--- src/hw/torque_off_pkg.sv ---
// Package: constants and carrier types for the torque-off monitor
package torque_off_pkg;

	// Clock rate and skew limit
	localparam int unsigned clock_hz       = 200_000_000;
	localparam int unsigned skew_limit_ms  = 1000;
	// Longest skew rounds down to whole cycles
	localparam longint unsigned skew_cycles =
		(longint'(clock_hz) * longint'(skew_limit_ms)) / 64'd1000;

	// Reset values
	localparam logic stage_enable_rst = 1'b0;

	// Monitor states, Gray-coded in the order listed
	typedef enum logic [1:0] {
		st_run     = 2'b00,
		st_skew    = 2'b01,
		st_stopped = 2'b11,
		st_discrep = 2'b10
	} monitor_e;

	// Error indications
	typedef struct packed {
		logic torque_off_error;
		logic discrepancy_error;
	} error_s;

endpackage

--- src/hw/torque_off_monitor.sv ---
// Dual-channel safe torque off monitor for the motor power stage
//
// Operation
// Two separate redundant shut-off input channels
// Party switches both channels within one second
// Synchronous shut-off disables stage, latches error
// Re-enable only after fault-clear command
// Single or skewed shut-off latches discrepancy
// Discrepancy clears only by power cycle
// No standstill supervision, supply stays on
// Party keeps actuator power until stopped
// Quick stop first, then delayed de-assert
// Inputs synchronised, skew timed by counter
`timescale 1ns/1ps
`default_nettype none

module torque_off_monitor #(
	parameter longint unsigned skew_cycles = torque_off_pkg::skew_cycles
) (
	// Clock and power-on reset
	input  wire logic                  clock,
	input  wire logic                  rst_b,
	// Shut-off pins, high means run permitted
	input  wire logic                  torque_off_channel_a,
	input  wire logic                  torque_off_channel_b,
	// Controller commands
	input  wire logic                  fault_clear,
	input  wire logic                  enable_request,
	// Power stage and status
	output logic                       stage_enable,
	output torque_off_pkg::error_s     error_flags
);

	////////////////////////////////////////////////////////////////////
	// Pin synchronisers, one pair per channel, never merged

	localparam int chan_n = 2;

	logic [chan_n-1:0] chan_pin;
	logic [chan_n-1:0] chan_low;
	logic [chan_n-1:0] chan_fall;

	// Bit 0 carries channel A, bit 1 channel B
	assign chan_pin[0] = torque_off_channel_a;
	assign chan_pin[1] = torque_off_channel_b;

	for (genvar ch = 0; ch < chan_n; ch++) begin : g_chan
		logic meta_q;
		logic sync_q;
		logic prev_q;

		// Own flops per channel, so one stuck input cannot hide
		always_ff @(posedge clock or negedge rst_b) begin
			if (!rst_b) begin
				// Idle level is high, so reset makes no false edge
				meta_q <= 1'b1;
				sync_q <= 1'b1;
				prev_q <= 1'b1;
			end else begin
				meta_q <= chan_pin[ch];
				sync_q <= meta_q;
				prev_q <= sync_q;
			end
		end

		// Logic reads the second flop, and the third as well for the falling edge
		assign chan_low[ch]  = ~sync_q;
		assign chan_fall[ch] = prev_q & ~sync_q;
	end

	////////////////////////////////////////////////////////////////////
	// Monitor state and skew counter

	localparam int cnt_w = $clog2(skew_cycles + 1);

	// Last count still inside the permitted skew
	localparam logic [cnt_w-1:0] skew_last = cnt_w'(skew_cycles - 1);

	torque_off_pkg::monitor_e state_q;
	torque_off_pkg::monitor_e state_d;
	logic [cnt_w-1:0]         skew_cnt_q;
	logic [cnt_w-1:0]         skew_cnt_d;
	logic                     first_chan_q;
	logic                     first_chan_d;
	logic                     set_stop;
	logic                     set_discrep;

	always_comb begin
		state_d      = state_q;
		skew_cnt_d   = skew_cnt_q;
		first_chan_d = first_chan_q;
		set_stop     = 1'b0;
		set_discrep  = 1'b0;
		case (state_q)
			torque_off_pkg::st_run: begin
				skew_cnt_d = '0;
				if (chan_low == 2'h3) begin
					// Both fell in the same cycle
					state_d  = torque_off_pkg::st_stopped;
					set_stop = 1'b1;
				end else if (chan_low != 2'h0) begin
					// One channel first: time how long the other lags
					state_d      = torque_off_pkg::st_skew;
					first_chan_d = chan_low[1];
				end
			end
			torque_off_pkg::st_skew: begin
				skew_cnt_d = skew_cnt_q + cnt_w'(1);
				if (chan_low == 2'h3) begin
					state_d    = torque_off_pkg::st_stopped;
					skew_cnt_d = '0;
					set_stop   = 1'b1;
				end else if (!chan_low[first_chan_q] ||
				             skew_cnt_q >= skew_last) begin
					// Channel recovered alone or second one too late
					state_d     = torque_off_pkg::st_discrep;
					set_discrep = 1'b1;
				end
			end
			torque_off_pkg::st_stopped: begin
				if (chan_low == 2'h0) begin
					state_d = torque_off_pkg::st_run;
				end else if (chan_low != 2'h3) begin
					// Channels coming back apart are timed as well
					skew_cnt_d = skew_cnt_q + cnt_w'(1);
					if (skew_cnt_q >= skew_last) begin
						state_d     = torque_off_pkg::st_discrep;
						set_discrep = 1'b1;
					end
				end else begin
					skew_cnt_d = '0;
				end
			end
			torque_off_pkg::st_discrep: begin
				// Sticky: no way out but power-on reset
				state_d = torque_off_pkg::st_discrep;
			end
			default: begin
				state_d = torque_off_pkg::st_discrep;
			end
		endcase
	end

	always_ff @(posedge clock or negedge rst_b) begin
		if (!rst_b) begin
			state_q      <= torque_off_pkg::st_run;
			skew_cnt_q   <= '0;
			first_chan_q <= 1'b0;
		end else begin
			state_q      <= state_d;
			skew_cnt_q   <= skew_cnt_d;
			first_chan_q <= first_chan_d;
		end
	end

	////////////////////////////////////////////////////////////////////
	// Latched errors

	torque_off_pkg::error_s err_q;
	torque_off_pkg::error_s err_d;

	always_comb begin
		err_d = err_q;
		// Clear reaches only the resettable error, with inputs back up
		if (fault_clear && state_q == torque_off_pkg::st_run &&
		    chan_low == 2'h0 && chan_fall == 2'h0) begin
			err_d.torque_off_error = 1'b0;
		end
		// A shut-off in the same cycle as a clear wins
		if (set_stop) begin
			err_d.torque_off_error = 1'b1;
		end
		// Nothing here ever clears this bit
		if (set_discrep) begin
			err_d.discrepancy_error = 1'b1;
		end
	end

	always_ff @(posedge clock or negedge rst_b) begin
		if (!rst_b) begin
			err_q <= '0;
		end else begin
			err_q <= err_d;
		end
	end

	////////////////////////////////////////////////////////////////////
	// Power stage enable

	logic enable_q;
	logic enable_d;

	always_comb begin
		enable_d = enable_q;
		if (chan_low != 2'h0 || state_q != torque_off_pkg::st_run) begin
			// First channel seen low drops the stage at once
			enable_d = 1'b0;
		end else if (err_q != '0) begin
			// Either error blocks a restart until it is gone
			enable_d = 1'b0;
		end else if (enable_request) begin
			enable_d = 1'b1;
		end
	end

	always_ff @(posedge clock or negedge rst_b) begin
		if (!rst_b) begin
			enable_q <= torque_off_pkg::stage_enable_rst;
		end else begin
			enable_q <= enable_d;
		end
	end

	// Stage only: supply and standstill are not watched here
	assign stage_enable = enable_q;
	assign error_flags  = err_q;

endmodule

`default_nettype wire

--- config.mk ---
export PLATFORM = sky130hd
export DESIGN_NAME = torque_off_monitor
export DESIGN_NICKNAME = d
export VERILOG_FILES = /design/src/hw/torque_off_pkg.sv /design/src/hw/torque_off_monitor.sv
export SDC_FILE = /design/constraint.sdc
export NUM_CORES = 1
export LEC_CHECK = 0
export ABC_AREA = 1
export BUFFER_PORTS_ARGS = -buffer_cell sky130_fd_sc_hd__buf_2
export CORE_UTILIZATION = 65
export DETAILED_ROUTE_END_ITERATION = 8
export PLACE_DENSITY = 0.83
export SLEW_MARGIN = 20
export SYNTH_ARGS = -nofsm -noshare
export SYNTH_HDL_FRONTEND = slang
export SYNTH_SLANG_ARGS = --single-unit
--- constraint.sdc ---
create_clock -name clock -period 3.89 [get_ports clock]
set_input_delay 0.778 -clock clock [delete_from_list [all_inputs] [get_ports clock]]
set_output_delay 0.778 -clock clock [all_outputs]
set_load 0.005 [all_outputs]
Yosys cells after proc, flatten, opt, wreduce, memory -nomap -nowiden
Cells that the tools add are included.
{"block": "classes", "add_sub_neg": 1, "magnitude_cmp": 2, "n_eq_ne": 10, "muxes": 27, "bitwise": 5, "reduce_logical": 19}
{"operator": "$mux W28", "count": 3}
{"operator": "$pmux W28 S3", "count": 1}
{"operator": "$add A28 B1 Y28 const B", "count": 1}
{"operator": "$ge A28 B28 Y1 const B", "count": 1}
{"operator": "$mux W1", "count": 14}
{"operator": "$mux W2", "count": 7}
{"operator": "$ne A3 B3 Y1 const B", "count": 4}
{"operator": "$pmux W2 S4", "count": 1}
{"operator": "$reduce_bool A2 Y1", "count": 4}
{"operator": "$eq A2 B2 Y1 const B", "count": 3}
{"operator": "$logic_not A2 Y1", "count": 3}
{"operator": "$reduce_bool A3 Y1", "count": 2}
{"operator": "$ne A2 B2 Y1 const B", "count": 2}
{"operator": "$reduce_and A4 Y1", "count": 1}
{"operator": "$logic_and A1 B1 Y1", "count": 3}
{"operator": "$not A1 Y1", "count": 3}
{"operator": "$reduce_and A3 Y1", "count": 1}
{"operator": "$and A1 B1 Y1", "count": 2}
{"operator": "$eq A2 B1 Y1 const B", "count": 1}
{"operator": "$logic_or A1 B1 Y1", "count": 2}
{"operator": "$lt A1 B2 Y1 const B", "count": 1}
{"operator": "$pmux W1 S2", "count": 1}
{"operator": "$reduce_and A2 Y1", "count": 1}
{"operator": "$reduce_or A2 Y1", "count": 1}
{"operator": "$logic_not A1 Y1", "count": 1}
{"block": "totals", "regBits": 40, "in_bits": 6, "output_inout_bits": 3, "wordCells": 76}

Logic depth before layout (Yosys ltp)
{"block": "depth", "ltp_word": 8, "mapped_depth": 12, "depth_no_buf": 12}

Worst setup path after synthesis
Ideal clock, no wire load.
{"block": "synth_timing", "path_type": "reg2reg", "from": "reg g_chan[0].sync_q", "to": "reg skew_cnt_q[6]", "setup_time_ns": 0.087, "arrival_ns": 1.507, "required_ns": 3.803, "slack_ns": 2.296, "stages_incl_launch_ff": 9, "n_path_buf": 1, "period_less_slack_ns": 1.594, "path_cell_list": "dfstp_2 -> inv_1 -> ha_1 -> nor2_2 -> nor2_2 -> inv_2 -> buf_2 -> nand2_1 -> a22oi_1"}
{"block": "synth_between", "elab_chain_len": 5, "word_cells_on_any_way": 10, "classes_between": "eq/ne: 3; mux: 4; bitwise: 1; reduce/logical: 2"}
{"item": "start: declaration", "line": "torque_off_monitor.sv:49", "source": "logic sync_q;"}
{"item": "start signal: assignment", "line": "torque_off_monitor.sv:61", "source": "sync_q <= meta_q;"}
{"item": "$not A1 Y1 (*)", "line": "torque_off_monitor.sv:67", "source": "assign chan_low[ch] = ~sync_q;"}
{"item": "$ne A2 B2 Y1", "line": "torque_off_monitor.sv:123", "source": "end else if (chan_low != 2'h3) begin"}
{"item": "$mux W28", "line": "torque_off_monitor.sv:123"}
{"item": "$mux W28", "line": "torque_off_monitor.sv:121", "source": "if (chan_low == 2'h0) begin"}
{"item": "$pmux W28 S3", "line": "torque_off_monitor.sv:94", "source": "case (state_q)"}
{"item": "end signal: assignment", "line": "torque_off_monitor.sv:151", "source": "skew_cnt_q <= skew_cnt_d;"}
{"item": "end: declaration", "line": "torque_off_monitor.sv:81", "source": "logic [cnt_w-1:0] skew_cnt_q;"}
Mark *: on every way between the ends. The rest lies on a longest branch, timed or not. The select of a mux whose other input is x is not followed.
A chain may end at the register's enable or synchronous reset.

Worst setup path in the final report
Ends and elaborated chain as after synthesis.

==> results by group <==
Critical path
  – Critical path's most frequent cell: inv_1
  – Slowest stage delay, CP: 590 ps
  – Crit path DAT: 2230 ps
  – CP startpoint kind: flip-flop
  – Reg-to-reg setup timing slack: 1940 ps
  – Worst setup EP type: flip-flop
  – CP cell instances: ha_1, inv_1, nand3_4, nand2_4, inv_1, nor2_2, inv_2, o21ai_0, a22oi_1
  – Crit-path max FO: 22
  – Worst path slowest cell: dfstp_2
  – Critical path required time: 4160 ps
  – Critical path class: flip-flop to flip-flop

Clock tree
  – Num CTS Buffers: 5
  – CTS tree: built
  – Worst-Skew Late Latency: 350 ps
  – CTS max path bufs: 2
  – Reg clk slew, reported paths: 120 ps
  – Post-CTS setup buffer count: 0
  – Sink Count: 40
  – H-tree depth: 2
  – Root Driver: clkbuf_4
  – Hold Buf Count CTS: 0
  – CTS resizes: 0

Power
  – Total power: 1.02 mW
  – Lkg Pwr: 1.16 nW
  – Clock power share: 26.3%
  – P per Cell Area: 419 mW/mm2
  – Sw Ratio: 34.3%
  – Worst vdd ir: 0.229 mV
  – Psw: 0.349 mW
  – Logic pwr share: 25.0%
  – Flop pwr share: 48.7%
  – P_int: 0.667 mW

Logic synthesis
  – Yosys top cell by area: dfrtp_1
  – Post-synthesis compound-gate area fraction: 11.2%
  – Simple-Gate Fraction of Synth Area: 33.2%
  – Cell count after synthesis: 296
  – Top-area cell type share of the netlist area: 37.2%
  – Main synth FF type: dfrtp_1
  – Adder-Cell Fraction of Synth Area: 2.19%
  – Sequential-to-total area share from yosys stat: 44.1%
  – Flip-flop and latch count after synthesis: 40
  – Cell Area, Synth: 0.00229 mm2
  – Synth warn: 0
  – Number of synthesized flops with an enable pin: 0
  – Async set-reset flop share out of synthesis: 100%
  – Largest family of logic cells by synthesized area: simple AND/OR/NAND/NOR gates
  – Mapped Nets: 306
  – Top post-synthesis cells by area: dfrtp_1 37%, nand2_1 10%, inv_1 7.2%
  – Netlist cell types: 32
  – Xor and xnor area share after synthesis: 0.383%
  – Synth Area per Inst: 7.72 um2
  – Mux share of post-synthesis cell area: 0%

Finish
  – Fillers: 284
  – Share of layout cells above drive strength 1: 13.6%
  – Non-Filler Instances: 354
  – N_diodes: 0
  – Area Overhead vs Synth: 6.19%
  – Util after Layout: 72.2%
  – Nets: 317
  – Cell area after layout: 0.00243 mm2

Route
  – Post-route ant nets: 0
  – Routed WL: 4320 um
  – Vias: 1913
  – DR DRC count: 0
  – Via density per instance: 5.40
  – Initial DRC count: 113
  – Drt wl/cell: 12.2 um
  – DRT Pass-1 Iters: 4

Timing
  – Setup violators final: 0
  – Setup Total Neg Slack: 0 ps
  – RSZ-0062 raised after global routing: no
  – Final Skew: 7.38 ps
  – Max Freq: 0.512 GHz
  – Least-Margin Pin Slew: 846 ps
  – PnR worst setup slack: 1940 ps
  – Final hold slack: 359 ps
  – Post-route minimum period: 1950 ps
  – Slew headroom: 43.6%
  – Final hold vios: 0
  – Fin crit share: 50.2%
  – Final slew viol count: 0

Die
  – Die area: 0.00376 mm2
  – Die Y: 61.3 um
  – Die width: 61.3 um
  – Initial Utilization: 68.0%
  – Core box area: 0.00336 mm2
  – # rows: 21
  – Io pins: 9

Global routing
  – Remaining global-route overflow: 0
  – Largest net degree at the start of global routing: 41
  – First-pass GRT wire length: 7060 um
  – Antenna violations before repair: 0
  – GRT Util Overall: 25.9%
  – Vias in the first global route: 1650

Status
  – Status: finished, final reports clean

Placement
  – Global placer's final weighted congestion: 0.893
  – PortBufs: 8
  – Placed insts: 346
  – DP Area: 0.00235 mm2
  – DP HPWL: 3110 um
  – Pre-CTS setup slack: 1950 ps

Job
  – Maxcap violations: 0

Hold path
  – HP Class: flip-flop to flip-flop
routing by layer:
metal | part of all wire, % | vias up | global-route usage (%)
met4 | 2.1 | 0 | 10.1
met1 | 46 | 874 | 34.1
met3 | 4.5 | 14 | 6.93
li1 | - | 977 | -
met2 | 47 | 48 | 40.8
met5 | 0 | - | 0
sequential cells by signal (all words and copies together), names as in the netlist:
signal         flops
g_chan.meta_q      2
first_chan_q       1
error_flags        2
stage_enable       1
g_chan.prev_q      2
state_q            2
g_chan.sync_q      2
skew_cnt_q        28
path summary, 6_finish.rpt:
kind	from	endpoint	depth (start not counted)
setup / recovery	g_chan[0].sync_q	skew_cnt_q[6]	9
hold / removal	g_chan[1].meta_q	g_chan[1].sync_q	0
setup reg to reg	g_chan[0].sync_q	skew_cnt_q[6]	9
hold reg to reg	g_chan[1].meta_q	g_chan[1].sync_q	0
max in group asynchronous	rst_b	skew_cnt_q[17]	1
min in group asynchronous	rst_b	skew_cnt_q[2]	1
worst max-delay path, delay by kind of cell (launching register included):
family	cells	cell delay (ps)
compound gates	2	360
fa+ha+maj	1	200
buf+inv	3	480
flops	1	590
simple gates	3	250
cell families (layout without fill, tap and decap cells):
group | Yosys count | in the layout
and+or+nand+nor | 154 | 154
adders and majority gates | 4 | 4
DFF | 40 | 40
AOI/OAI and AO/OA | 47 | 47
xor gates and xnor gates | 1 | 1
buffers and inverters | 50 | 62
cells in the final DEF (no fill, tap or decap), drive strengths merged:
| master | synthesis | routed |
|---|---|---|
| buf | 4 | 8 |
| a22oi | 1 | 1 |
| nor3 | 7 | 7 |
| dfrtp | 34 | 34 |
| inv | 46 | 46 |
| clkbuf | 0 | 6 |
| nor2 | 49 | 49 |
| o22ai | 1 | 1 |
| nand3 | 16 | 16 |
| a21oi | 18 | 18 |
| a221oi | 1 | 1 |
| nor4 | 3 | 3 |
| clkinv | 0 | 1 |
| dfstp | 6 | 6 |
| o21ai | 22 | 22 |
| bufinv | 0 | 1 |
| ha | 4 | 4 |
| and3 | 1 | 1 |
| a2bb2oi | 1 | 1 |
| o21bai | 1 | 1 |
| nand2 | 67 | 67 |
| a31oi | 2 | 2 |
| nand4 | 11 | 11 |
| xor2 | 1 | 1 |
power by group through the flow:
stage / Combinational [mW] / Clock [mW] / Sequential [mW]
6_report: 0.254 / 0.267 / 0.494
5_1_grt: 0.297 / 0.294 / 0.501
4_1_cts: 0.256 / 0.278 / 0.494
3_5_place_dp: 0.254 / 0 / 0.501
3_3_place_gp: 0.246 / 0 / 0.501
2_1_floorplan: 0.228 / 0 / 0.483
area by class of cell:
cell class	count	area (um2)	area share, %
repair buffers	8	40.0	1.65
well taps	46	57.6	2.37
clock buffers	6	41.3	1.70
flip-flops and latches	40	1010	41.5
multi-input cells	206	1070	44.2
clock inverters	2	35.0	1.44
inverters	46	173	7.11
synth_stat cells (2+ instances only):
| cell | number |
|---|---|
| nor2_2 | 7 |
| nand4_1 | 11 |
| nor4_1 | 3 |
| nand3_4 | 2 |
| a31oi_1 | 2 |
| nor2_4 | 2 |
| o21ai_0 | 17 |
| buf_2 | 2 |
| inv_1 | 44 |
| dfrtp_1 | 34 |
| nand3_1 | 13 |
| a21oi_1 | 18 |
| nor2_1 | 39 |
| nor3_1 | 6 |
| dfstp_2 | 6 |
| ha_1 | 4 |
| buf_6 | 2 |
| nand2_4 | 4 |
| nand2_1 | 63 |
| inv_2 | 2 |
| o21ai_1 | 4 |
(Power assumes the default switching activity.)
